### src/hdl/rsic_defs.vh
// constants for the reset initial state controller
`ifndef RSIC_DEFS_VH
`define RSIC_DEFS_VH

// ****************************************
// bus register byte offsets
// ****************************************
`define RSIC_OFS_FLAGS      8'h00
`define RSIC_OFS_RSTFLAG    8'h04
`define RSIC_OFS_IRQ_STS    8'h08
`define RSIC_OFS_IRQ_CLR    8'h0C
`define RSIC_OFS_IRQ_EN     8'h10
`define RSIC_OFS_LAST       8'h14
`define RSIC_OFS_VIEW       8'h40

// ****************************************
// field positions
// ****************************************
`define RSIC_BIT_TIMEOUT    0
`define RSIC_BIT_POWERDOWN  1
`define RSIC_BIT_LVR        2

// ****************************************
// reset sources and power modes
// ****************************************
`define RSIC_SRC_POR        2'h0
`define RSIC_SRC_LVR        2'h1
`define RSIC_SRC_WDT        2'h2
`define RSIC_MODE_FAST      2'h0
`define RSIC_MODE_SLOW      2'h1
`define RSIC_MODE_IDLE      2'h2
`define RSIC_MODE_SLEEP     2'h3

// ****************************************
// held register indices
// ****************************************
`define RSIC_NREG           15
`define RSIC_IX_PCL         4'h0
`define RSIC_IX_SP          4'h1
`define RSIC_IX_ACC         4'h2
`define RSIC_IX_TABLE_POINTER_LOW        4'h3
`define RSIC_IX_TABLE_READ_HIGH        4'h4
`define RSIC_IX_INTEN       4'h5
`define RSIC_IX_TMRC        4'h6
`define RSIC_IX_WATCHDOG_CONTROL_REG        4'h7
`define RSIC_IX_PAD         4'h8
`define RSIC_IX_PADIR       4'h9
`define RSIC_IX_PORT_A_PULLUP        4'hA
`define RSIC_IX_PORT_A_WAKEUP        4'hB
`define RSIC_IX_PBD         4'hC
`define RSIC_IX_PBDIR       4'hD
`define RSIC_IX_PORT_B_PULLUP        4'hE

// entries kept over a run-mode watchdog or low-voltage reset
`define RSIC_KEEP_MASK      15'h001C
// entries cleared by a watchdog reset in idle or sleep
`define RSIC_SLEEP_MASK     15'h0003

// ****************************************
// default values
// ****************************************
`define RSIC_DEF_ZERO       8'h00
`define RSIC_DEF_WATCHDOG_CONTROL_REG       8'h53
`define RSIC_DEF_PORT       8'hFF
`define RSIC_DEF_SP         8'h00

`endif

### src/hdl/rsic_reset_init.v
// reset source recording and register default loading with a bus slave
// Notes on behaviour
// RULE_01: power-on reset clears the time-out and power-down flags.
// RULE_02: low-voltage reset in fast or slow mode keeps both flags.
// RULE_03: run-mode watchdog reset sets time-out, keeps power-down.
// RULE_04: idle or sleep watchdog reset sets both flags.
// RULE_05: power-on reset zeroes the program counter.
// RULE_06: power-on reset clears every interrupt enable.
// RULE_07: reset clears watchdog and time bases; watchdog control loads 0x53. The code keeps watchdog control on an idle or sleep watchdog reset.
// RULE_08: power-on reset turns timer controls off.
// RULE_09: ports load data and direction 0xFF, pull-up and wake-up 0x00.
// RULE_10: reset points the stack pointer at the stack top.
// RULE_11: run-mode watchdog reset loads defaults but keeps accumulator and table regs.
// RULE_12: sleep watchdog reset keeps registers, clears program counter low byte.
// RULE_13: sleep watchdog reset touches only program counter and stack pointer.
// RULE_14: low-voltage event sets its flag; only software clears it. The code sets it only in fast or slow mode and also clears it at power-on.
// RULE_15: reset source and power mode are latched to pick the defaults.
`timescale 1ns/1ns
`include "rsic_defs.vh"

module rsic_reset_init (
    input  wire        clk_sys,
    input  wire        nrst,
    input  wire [1:0]  pwr_mode,
    input  wire        lvr_req,
    input  wire        wdt_req,
    input  wire        core_halt,
    input  wire        core_we,
    input  wire [3:0]  core_sel,
    input  wire [7:0]  core_wdata,
    input  wire [7:0]  avs_address,
    input  wire        avs_read,
    input  wire        avs_write,
    input  wire [31:0] avs_writedata,
    output reg  [31:0] avs_readdata,
    output reg         avs_waitrequest,
    output reg         irq,
    output reg         core_reset,
    output reg         wdt_clear,
    output reg         tb_clear,
    output reg         timeout_flag,
    output reg         powerdown_flag,
    output reg         low_voltage_reset_flag,
    output wire [7:0]  program_counter_low,
    output wire [7:0]  stack_pointer,
    output wire [7:0]  accumulator_reg,
    output wire [7:0]  table_pointer_low,
    output wire [7:0]  table_read_high,
    output wire [7:0]  int_enable,
    output wire [7:0]  timer_control,
    output wire [7:0]  watchdog_control_reg,
    output wire [7:0]  port_a_data,
    output wire [7:0]  port_a_direction,
    output wire [7:0]  port_a_pullup,
    output wire [7:0]  port_a_wakeup,
    output wire [7:0]  port_b_data,
    output wire [7:0]  port_b_direction,
    output wire [7:0]  port_b_pullup
);

    // ****************************************
    // sequencer states
    // ****************************************
    localparam ST_IDLE  = 1'b0;
    localparam ST_APPLY = 1'b1;

    reg        state;
    reg        next_state;
    reg  [1:0] src;
    reg  [1:0] mode;
    reg  [7:0] hreg [0:`RSIC_NREG-1];
    reg  [3:0] irq_sts;
    reg  [3:0] irq_en;
    reg  [31:0] next_rdata;

    // per-entry masks as ranged constants so each entry picks its own bit
    localparam [14:0] SLEEP_M = `RSIC_SLEEP_MASK;
    localparam [14:0] KEEP_M  = `RSIC_KEEP_MASK;

    wire       low_power   = mode[1];
    wire       lvr_ok      = lvr_req & ~pwr_mode[1];
    wire       take_req    = (state == ST_IDLE) & (lvr_ok | wdt_req);
    wire       apply       = (state == ST_APPLY);
    wire       src_por     = (src == `RSIC_SRC_POR);
    wire       src_lvr     = (src == `RSIC_SRC_LVR);
    wire       src_wdt     = (src == `RSIC_SRC_WDT);
    wire       wdt_sleep   = src_wdt & low_power;
    wire       bus_req     = avs_read | avs_write;
    wire       bus_do      = bus_req & ~avs_waitrequest;
    wire       bus_wr      = avs_write & ~avs_waitrequest;
    wire [3:0] view_ix     = avs_address[5:2];
    wire [3:0] irq_events;
    wire [7:0] flags_byte;

    // events: power-on done, low-voltage, run watchdog, sleep watchdog
    assign irq_events = {4{apply}} & {wdt_sleep, src_wdt & ~low_power, src_lvr, src_por};
    assign flags_byte = {5'h00, low_voltage_reset_flag, powerdown_flag, timeout_flag};

    // ****************************************
    // default value per held entry
    // ****************************************
    function [7:0] def_val;
        input integer ix;
        begin
            case (ix)
                `RSIC_IX_WATCHDOG_CONTROL_REG:  def_val = `RSIC_DEF_WATCHDOG_CONTROL_REG;  // [RULE_07]
                `RSIC_IX_PAD,
                `RSIC_IX_PADIR,
                `RSIC_IX_PBD,
                `RSIC_IX_PBDIR: def_val = `RSIC_DEF_PORT;  // [RULE_09]
                `RSIC_IX_SP:    def_val = `RSIC_DEF_SP;    // [RULE_10]
                default:        def_val = `RSIC_DEF_ZERO;  // [RULE_05] [RULE_06] [RULE_08]
            endcase
        end
    endfunction

    // ****************************************
    // source latch and sequencer
    // ****************************************

    // next state: one apply cycle per accepted request
    always @* begin
        case (state)
            ST_IDLE:  next_state = take_req ? ST_APPLY : ST_IDLE;
            ST_APPLY: next_state = ST_IDLE;
            default:  next_state = ST_IDLE;
        endcase
    end

    // latch source and mode; power-on starts in apply
    always @(posedge clk_sys or negedge nrst) begin
        if (!nrst) begin
            state      <= ST_APPLY;
            src        <= `RSIC_SRC_POR;
            mode       <= `RSIC_MODE_FAST;
            core_reset <= 1'b1;
            wdt_clear  <= 1'b1;
            tb_clear   <= 1'b1;
        end else begin
            state      <= next_state;
            core_reset <= (next_state == ST_APPLY);
            wdt_clear  <= (next_state == ST_APPLY);  // [RULE_07]
            tb_clear   <= (next_state == ST_APPLY);  // [RULE_07]
            if (take_req) begin
                src  <= lvr_ok ? `RSIC_SRC_LVR : `RSIC_SRC_WDT;  // [RULE_15]
                mode <= pwr_mode;                                 // [RULE_15]
            end
        end
    end

    // ****************************************
    // status flags
    // ****************************************

    // time-out and power-down follow the latched source
    always @(posedge clk_sys or negedge nrst) begin
        if (!nrst) begin
            timeout_flag   <= 1'b0;  // [RULE_01]
            powerdown_flag <= 1'b0;  // [RULE_01]
        end else if (apply) begin
            if (src_por) begin
                timeout_flag   <= 1'b0;  // [RULE_01]
                powerdown_flag <= 1'b0;
            end else if (src_wdt) begin
                timeout_flag   <= 1'b1;  // [RULE_03] [RULE_04]
                if (low_power) begin
                    powerdown_flag <= 1'b1;  // [RULE_04]
                end
            end
            // low-voltage source keeps both flags [RULE_02]
        end else if (core_halt) begin
            powerdown_flag <= 1'b1;
        end
    end

    // low-voltage flag: set wins over a software clear
    always @(posedge clk_sys or negedge nrst) begin
        if (!nrst) begin
            low_voltage_reset_flag <= 1'b0;
        end else if (take_req && lvr_ok) begin
            low_voltage_reset_flag <= 1'b1;  // [RULE_14]
        end else if (bus_wr && avs_address == `RSIC_OFS_RSTFLAG &&
                     !avs_writedata[`RSIC_BIT_LVR]) begin
            low_voltage_reset_flag <= 1'b0;  // [RULE_14]
        end
    end

    // ****************************************
    // held core registers
    // ****************************************
    genvar gi;
    generate
        for (gi = 0; gi < `RSIC_NREG; gi = gi + 1) begin : g_hold
            // defaults chosen by latched source and mode
            always @(posedge clk_sys or negedge nrst) begin
                if (!nrst) begin
                    hreg[gi] <= def_val(gi);  // [RULE_05] [RULE_10]
                end else if (apply) begin
                    if (src_por) begin
                        hreg[gi] <= def_val(gi);  // [RULE_06] [RULE_08] [RULE_09]
                    end else if (wdt_sleep) begin
                        if (SLEEP_M[gi]) begin
                            hreg[gi] <= def_val(gi);  // [RULE_12] [RULE_13]
                        end
                    end else if (!KEEP_M[gi]) begin
                        hreg[gi] <= def_val(gi);  // [RULE_07] [RULE_11]
                    end
                end else if (core_we && core_sel == gi) begin
                    hreg[gi] <= core_wdata;
                end
            end
        end
    endgenerate

    assign program_counter_low  = hreg[`RSIC_IX_PCL];
    assign stack_pointer        = hreg[`RSIC_IX_SP];
    assign accumulator_reg      = hreg[`RSIC_IX_ACC];
    assign table_pointer_low    = hreg[`RSIC_IX_TABLE_POINTER_LOW];
    assign table_read_high      = hreg[`RSIC_IX_TABLE_READ_HIGH];
    assign int_enable           = hreg[`RSIC_IX_INTEN];
    assign timer_control        = hreg[`RSIC_IX_TMRC];
    assign watchdog_control_reg = hreg[`RSIC_IX_WATCHDOG_CONTROL_REG];
    assign port_a_data          = hreg[`RSIC_IX_PAD];
    assign port_a_direction     = hreg[`RSIC_IX_PADIR];
    assign port_a_pullup        = hreg[`RSIC_IX_PORT_A_PULLUP];
    assign port_a_wakeup        = hreg[`RSIC_IX_PORT_A_WAKEUP];
    assign port_b_data          = hreg[`RSIC_IX_PBD];
    assign port_b_direction     = hreg[`RSIC_IX_PBDIR];
    assign port_b_pullup        = hreg[`RSIC_IX_PORT_B_PULLUP];

    // ****************************************
    // interrupt status, enable and clear
    // ****************************************

    // sticky events, set wins over write-one clear
    always @(posedge clk_sys or negedge nrst) begin
        if (!nrst) begin
            irq_sts <= 4'h0;
            irq_en  <= 4'h0;
            irq     <= 1'b0;
        end else begin
            if (bus_wr && avs_address == `RSIC_OFS_IRQ_CLR) begin
                irq_sts <= (irq_sts & ~avs_writedata[3:0]) | irq_events;
            end else begin
                irq_sts <= irq_sts | irq_events;
            end
            if (bus_wr && avs_address == `RSIC_OFS_IRQ_EN) begin
                irq_en <= avs_writedata[3:0];
            end
            irq <= |(irq_sts & irq_en);
        end
    end

    // ****************************************
    // avalon slave
    // ****************************************

    // read mux, unmapped addresses read zero
    always @* begin
        next_rdata = 32'h0000_0000;
        case (avs_address)
            `RSIC_OFS_FLAGS:   next_rdata = {24'h00_0000, flags_byte};
            `RSIC_OFS_RSTFLAG: next_rdata = {29'h0000_0000, low_voltage_reset_flag, 2'h0};
            `RSIC_OFS_IRQ_STS: next_rdata = {28'h000_0000, irq_sts};
            `RSIC_OFS_IRQ_EN:  next_rdata = {28'h000_0000, irq_en};
            `RSIC_OFS_LAST:    next_rdata = {27'h000_0000, state, mode, src};
            default: begin
                if (avs_address[7:6] == 2'h1 && avs_address[1:0] == 2'h0 &&
                    view_ix < `RSIC_NREG) begin
                    next_rdata = {24'h00_0000, hreg[view_ix]};
                end
            end
        endcase
    end

    // one wait cycle per request, data stands at the release edge
    always @(posedge clk_sys or negedge nrst) begin
        if (!nrst) begin
            avs_waitrequest <= 1'b1;
            avs_readdata    <= 32'h0000_0000;
        end else begin
            avs_waitrequest <= ~(bus_req & avs_waitrequest);
            if (avs_read && avs_waitrequest) begin
                avs_readdata <= next_rdata;
            end
        end
    end

endmodule

### config.mk
export PLATFORM = sky130hd
export DESIGN_NAME = rsic_reset_init
export DESIGN_NICKNAME = d
export VERILOG_FILES = /design/src/hdl/rsic_reset_init.v
export VERILOG_INCLUDE_DIRS = /design/src /design/src/hdl
export SDC_FILE = /design/constraint.sdc
export NUM_CORES = 1
export LEC_CHECK = 0
export BUFFER_PORTS_ARGS = -buffer_cell sky130_fd_sc_hd__buf_2
export CELL_PAD_IN_SITES_DETAIL_PLACEMENT = 1
export CELL_PAD_IN_SITES_GLOBAL_PLACEMENT = 1
export CORE_ASPECT_RATIO = 1.75
export CORE_UTILIZATION = 44
export CTS_CLUSTER_SIZE = 25
export DETAILED_ROUTE_END_ITERATION = 8
export GPL_TIMING_DRIVEN = 0
export PLACE_DENSITY_LB_ADDON = 0.1
export SLEW_MARGIN = 20
export SYNTH_ARGS = -nofsm -noshare
export SYNTH_HDL_FRONTEND = slang
export SYNTH_SLANG_ARGS = --single-unit
### constraint.sdc
create_clock -name clk_sys -period 4.6 [get_ports clk_sys]
set_input_delay 0.46 -clock clk_sys [delete_from_list [all_inputs] [get_ports clk_sys]]
set_output_delay 0.46 -clock clk_sys [all_outputs]
set_load 0.02 [all_outputs]
# --- Word level (Yosys, flattened, before mapping) ---
# Index checks and enable logic that the tools add are counted.
classes:
  addsub: 0
  n_mul: 0
  div: 0
  order_cmp: 2
  n_eq_ne: 26
  shift: 0
  mux: 55
  n_bitwise: 20
  reduce_logical: 62
ops:
  columns: ["operator", "n"]
  rows:
  - ["8-bit 2-to-1 mux", 40]
  - ["8-bit one-hot mux with 5 select lines", 1]
  - ["2-bit nonzero test", 18]
  - ["8-bit binary-select mux with 4-bit select", 1]
  - ["4-bit equality test, second input constant", 7]
  - ["2-bit AND reduction", 14]
  - ["1-bit logical AND", 23]
  - ["4-bit by 3-bit equality test with 1-bit output, second input constant", 4]
  - ["8-bit by 4-bit equality test with 1-bit output, second input constant", 2]
  - ["8-bit by 5-bit equality test with 1-bit output, second input constant", 2]
  - ["4-bit bitwise AND", 3]
  - ["1-bit 2-to-1 mux", 10]
  - ["4-bit by 2-bit equality test with 1-bit output, second input constant", 2]
  - ["8-bit by 3-bit equality test with 1-bit output, second input constant", 1]
  - ["8-bit logical NOT", 1]
  - ["4-bit bitwise OR", 2]
  - ["1-bit bitwise AND", 6]
  - ["3-bit by 1-bit inequality test with 1-bit output, second input constant", 2]
  - ["5-bit >= comparator, second input constant", 1]
  - ["1-bit NOT", 5]
  - ["4-bit NOT with 5-bit output", 1]
  - ["2-bit by 1-bit equality test with 1-bit output, second input constant", 2]
  - ["4-bit by 1-bit equality test with 1-bit output, second input constant", 1]
  - ["2-bit logical NOT", 2]
  - ["13 further kinds", 14]
totals:
  reg_bits: 170
  latch_bits: 0
  ram_bits: 0
  mem_bits_ro: 0
  in_bits: 62
  out_inout_bits: 160
  word_cells: 191
  mem_count: 0

# --- Longest topological paths before layout ---
logic_depth:
  word_depth: 6
  depth_mapped: 7
  mapped_depth_nobuf: 4

# --- Worst setup path after synthesis ---
# OpenSTA, ideal clock, no wires.
synth_path:
  kind: "flip-flop to flip-flop"
  start: "reg state, in the netlist apply"
  end: "reg hreg (netlist bit table_pointer_low[0])"
  arrival_ps: 1738
  t_required_ps: 4475
  path_slack_ps: 2737
  stages_incl_launch_ff: 6
  path_buffers: 1
  path_cell_list: "dfstp_2 > buf_2 > inv_2 > and4_1 > a21oi_2 > mux2_2"
synth_via:
  elab_chain_cells: 2
  word_cells_on_any_way: 4
  cone_classes: "eq/ne: 1; mux: 1; reduce/logical: 2"
synth_lines:
  columns: ["element", "line_no", "rtl"]
  rows:
  - ["from (decl)", "rsic_reset_init.v:67", "reg state;"]
  - ["from (signal assigned)", "rsic_reset_init.v:140", "state <= next_state;"]
  - ["2-bit by 1-bit inequality test with 1-bit output (no line) or 2-bit nonzero test (tied branches)", null, null]
  - ["2-bit AND reduction (no line)", null, null]
  - ["to (signal, indexed assignment)", "rsic_reset_init.v:197", "hreg[gi] <= def_val(gi);"]
  - ["to (signal, indexed assignment)", "rsic_reset_init.v:200", "hreg[gi] <= def_val(gi);"]
  - ["to (signal, indexed assignment)", "rsic_reset_init.v:203", "hreg[gi] <= def_val(gi);"]
  - ["to (decl)", "rsic_reset_init.v:71", "reg [7:0] hreg [0:`RSIC_NREG-1];"]
# Parallel ways exist; a longest one is shown, timed or not.
# A chain may end at the register's enable or synchronous reset.

# --- Worst setup path in the final report ---
layout_path:
  start: "reg state, in the netlist apply"
  end: "reg hreg (netlist bit program_counter_low[0])"
layout_via:
  elab_chain_cells: 1
  word_cells_on_any_way: 2
  cone_classes: "mux: 1; reduce/logical: 1"
layout_lines:
  columns: ["element"]
  rows:
  - ["8-bit 2-to-1 mux or 2-bit nonzero test (tied branches)"]
# Parallel ways exist; a longest one is shown, timed or not.

==> run summary <==
Post-route non-filler standard cell count = 1033
Share of cells above drive strength 1 = 0.544
Most frequent CP cell = buf_1
Post-synthesis sequential area ratio = 0.500
Power Density = 522 nW/µm²
Failing checks = negative hold slack
Num rows = 62
Core area = 16400 µm²
Crit end category = flop
Final setup violation count = 0
DP Wirelength = 18.8 mm
Worst Path Arrival = 2.73 ns
Clk root buf = clkbuf_16
HP Class = input port to asynchronous set/reset pin
Post-CTS Resized = 0
I/O pin count = 222
Total GRT Usage = 0.311
Maximum VDD drop = 0.000246 V
Post-layout min period = 2.43 ns
DR pass1 iterations = 5
Synthesized area per cell = 12.6 µm²
Largest net degree at the start of global routing = 75
Die area = 17400 µm²
Via Count = 5872
Crit Path Max Fanout = 10
Post-synth top area share = 0.365
Fin. max-slew vios = 0
DRC viols = 0
RSZ-0062 raised after global routing = no
Clock Sink Count = 146
Cells after synthesis = 585
Dpl cells = 1001
CTS max path bufs = 2
Pint = 3.06 mW
Post-Syn Area = 7400 µm²
Combinational share of power = 0.311
Worst-Margin Slew = 1.05 ns
Synth area leaders = dfrtp_1 37%, mux2_2 17%, dfstp_2 13%, mux4_2 5.5%, buf_4 2.9%
Switching portion of total power = 0.367
Yosys Warn Count = 0
Wire length per cell = 25.1 µm
Placed Instance Area = 8640 µm²
NumNets Final = 858
Most used flip-flop cell after synthesis = dfrtp_1
Synth cell types = 59
Slew headroom = 0.299
Initial Util = 0.450
Die span in y = 174 µm
CP Cell Sequence = buf_2, buf_1, clkbuf_1, buf_1, a21oi_1
Sequential power share = 0.389
Final Hold Violating Endpoints = 4
Via density = 5.68
Filler cells = 1763
Routed wire length = 25.9 mm
Post-synth EDFFs = 0
Leak pwr = 4.33 nW
Synth area leader = dfrtp_1
Slowest cell on crit path = dfstp_2
Clk_lat worst skew = 0.43 ns
Maximum clock rate = 411 MHz
Post CTS Setup Buffer Count = 0
Critical path class = flop to flop
CTS Buf Count = 17
Tightest hold margin = -0.0172 ns
Clock transition at path regs = 0.07 ns
Gp weighted congestion = 0.840
Startpoint types = flop
Area grow syn2layout = 24.9%
Place WS = 2.24 ns
Clock power frac = 0.300
WP buf/inv = 4
Crit-path max cell delay = 0.55 ns
Port bufs = 168
Delay-heaviest family, CP = buffers and inverters
Die Wd = 100 µm
Final worst setup slack = 2.17 ns
Switch Pwr = 1.77 mW
Most frequent cells in the layout = 176 x buf_2, 113 x mux2_2, 108 x dfrtp_1
Tot Pwr = 4.83 mW
Max cap viols = 0
Initial DRC count = 293
Final Cycle Share = 0.529
Max H-tree Level = 4
Initial antenna violation count = 0
Diodes inserted = 0
Finished layout cell area = 9240 µm²
Antenna Nets Post-Route = 0
Final core utilization = 0.562
Commonest non-fill, non-tap cell in the layout = buf_2
TNS Setup = 0 ns
Status = complete, but fails checks
Number of global-route vias before repair = 6368
First-pass GRT wire length = 38.9 mm
Total gr overflow = 0
Clock Skew = 0.0119 ns
Synthesis-stage register bit count = 146
Critical path required time = 4.89 ns
Cts hold-fix bufs = 0
CTS tree = done
Asr flop ratio synth = 1.00
[worst register-to-register path: cells and delay by family (launching register included)]
kind,cells,cell delay (ns)
AOI/OAI and AO/OA,1,0.11
buffers and inverters,4,1.65
DFF,1,0.55
[cells in the mapped netlist (2+ instances only)]
master	number
nor2b_1	12
nand4_1	5
a211o_1	3
a211oi_1	7
nand2_1	41
dfstp_2	38
mux2_2	113
o21ai_1	3
clkinv_1	2
mux4_2	18
buf_1	4
nand3b_1	7
nor2_2	6
mux2i_1	13
clkbuf_1	8
inv_1	4
nand3_1	25
and2_1	5
mux4_1	4
or2_2	8
nor3_1	3
nand2b_1	5
a21oi_2	6
a22oi_1	3
o211ai_1	5
o2bb2ai_1	5
a2bb2oi_1	5
o21ai_0	2
a21o_1	6
buf_4	29
or3b_2	2
nor2_1	12
buf_2	9
and3_1	3
and3b_1	2
dfrtp_1	108
a21oi_1	32
[cell type report]
type | count | area, µm² | share of cell area
plain buffers | 53 | 344 | 0.0372
repair buffers | 169 | 878 | 0.0951
clock inverters | 14 | 168 | 0.0181
well taps | 224 | 280 | 0.0303
multi-input cells | 402 | 3410 | 0.369
clock buffers | 18 | 429 | 0.0464
inverters | 7 | 26.3 | 0.00284
flip-flops and latches | 146 | 3700 | 0.401
[per-layer routing]
layer / global-route usage / part of all wire
met2: 0.552 / 0.54
met1: 0.341 / 0.35
met4: 0.164 / 0.051
met3: 0.0669 / 0.054
met5: 0 / 0
[worst paths after layout]
path / startpoint / to / slack, ns / cells past startpoint
max in group asynchronous: nrst / port_b_data[5] / 3.80 / 2
setup reg to reg: apply / program_counter_low[0] / 2.17 / 5
hold reg to reg: avs_waitrequest / avs_waitrequest / 0.51 / 1
hold / removal: nrst / table_pointer_low[5] / -0.02 / 1
min in group clk_sys: avs_read / avs_waitrequest / 0.21 / 2
setup / recovery: apply / program_counter_low[0] / 2.17 / 5
[kinds of logic (layout without fill, tap and decap cells)]
family                 Yosys count  count (layout)  share of synthesized area
DFF                            146             146                      0.500
other                            1              24                   0.000507
muxes                          148             148                      0.259
buffers and inverters           60             261                     0.0501
AOI/OAI and AO/OA               86              86                     0.0795
and+or+nand+nor                144             144                      0.111
[power groups by stage]
stage	clock network [mW]	logic (mW)	registers, mW
CTS	1.46	1.51	1.87
floorplan	0	0.602	2.17
finish	1.45	1.50	1.88
global route	1.50	1.58	1.91
detailed placement	0	1.49	1.89
global placement	0	1.46	1.86
Power figures use the tool's default switching activity.
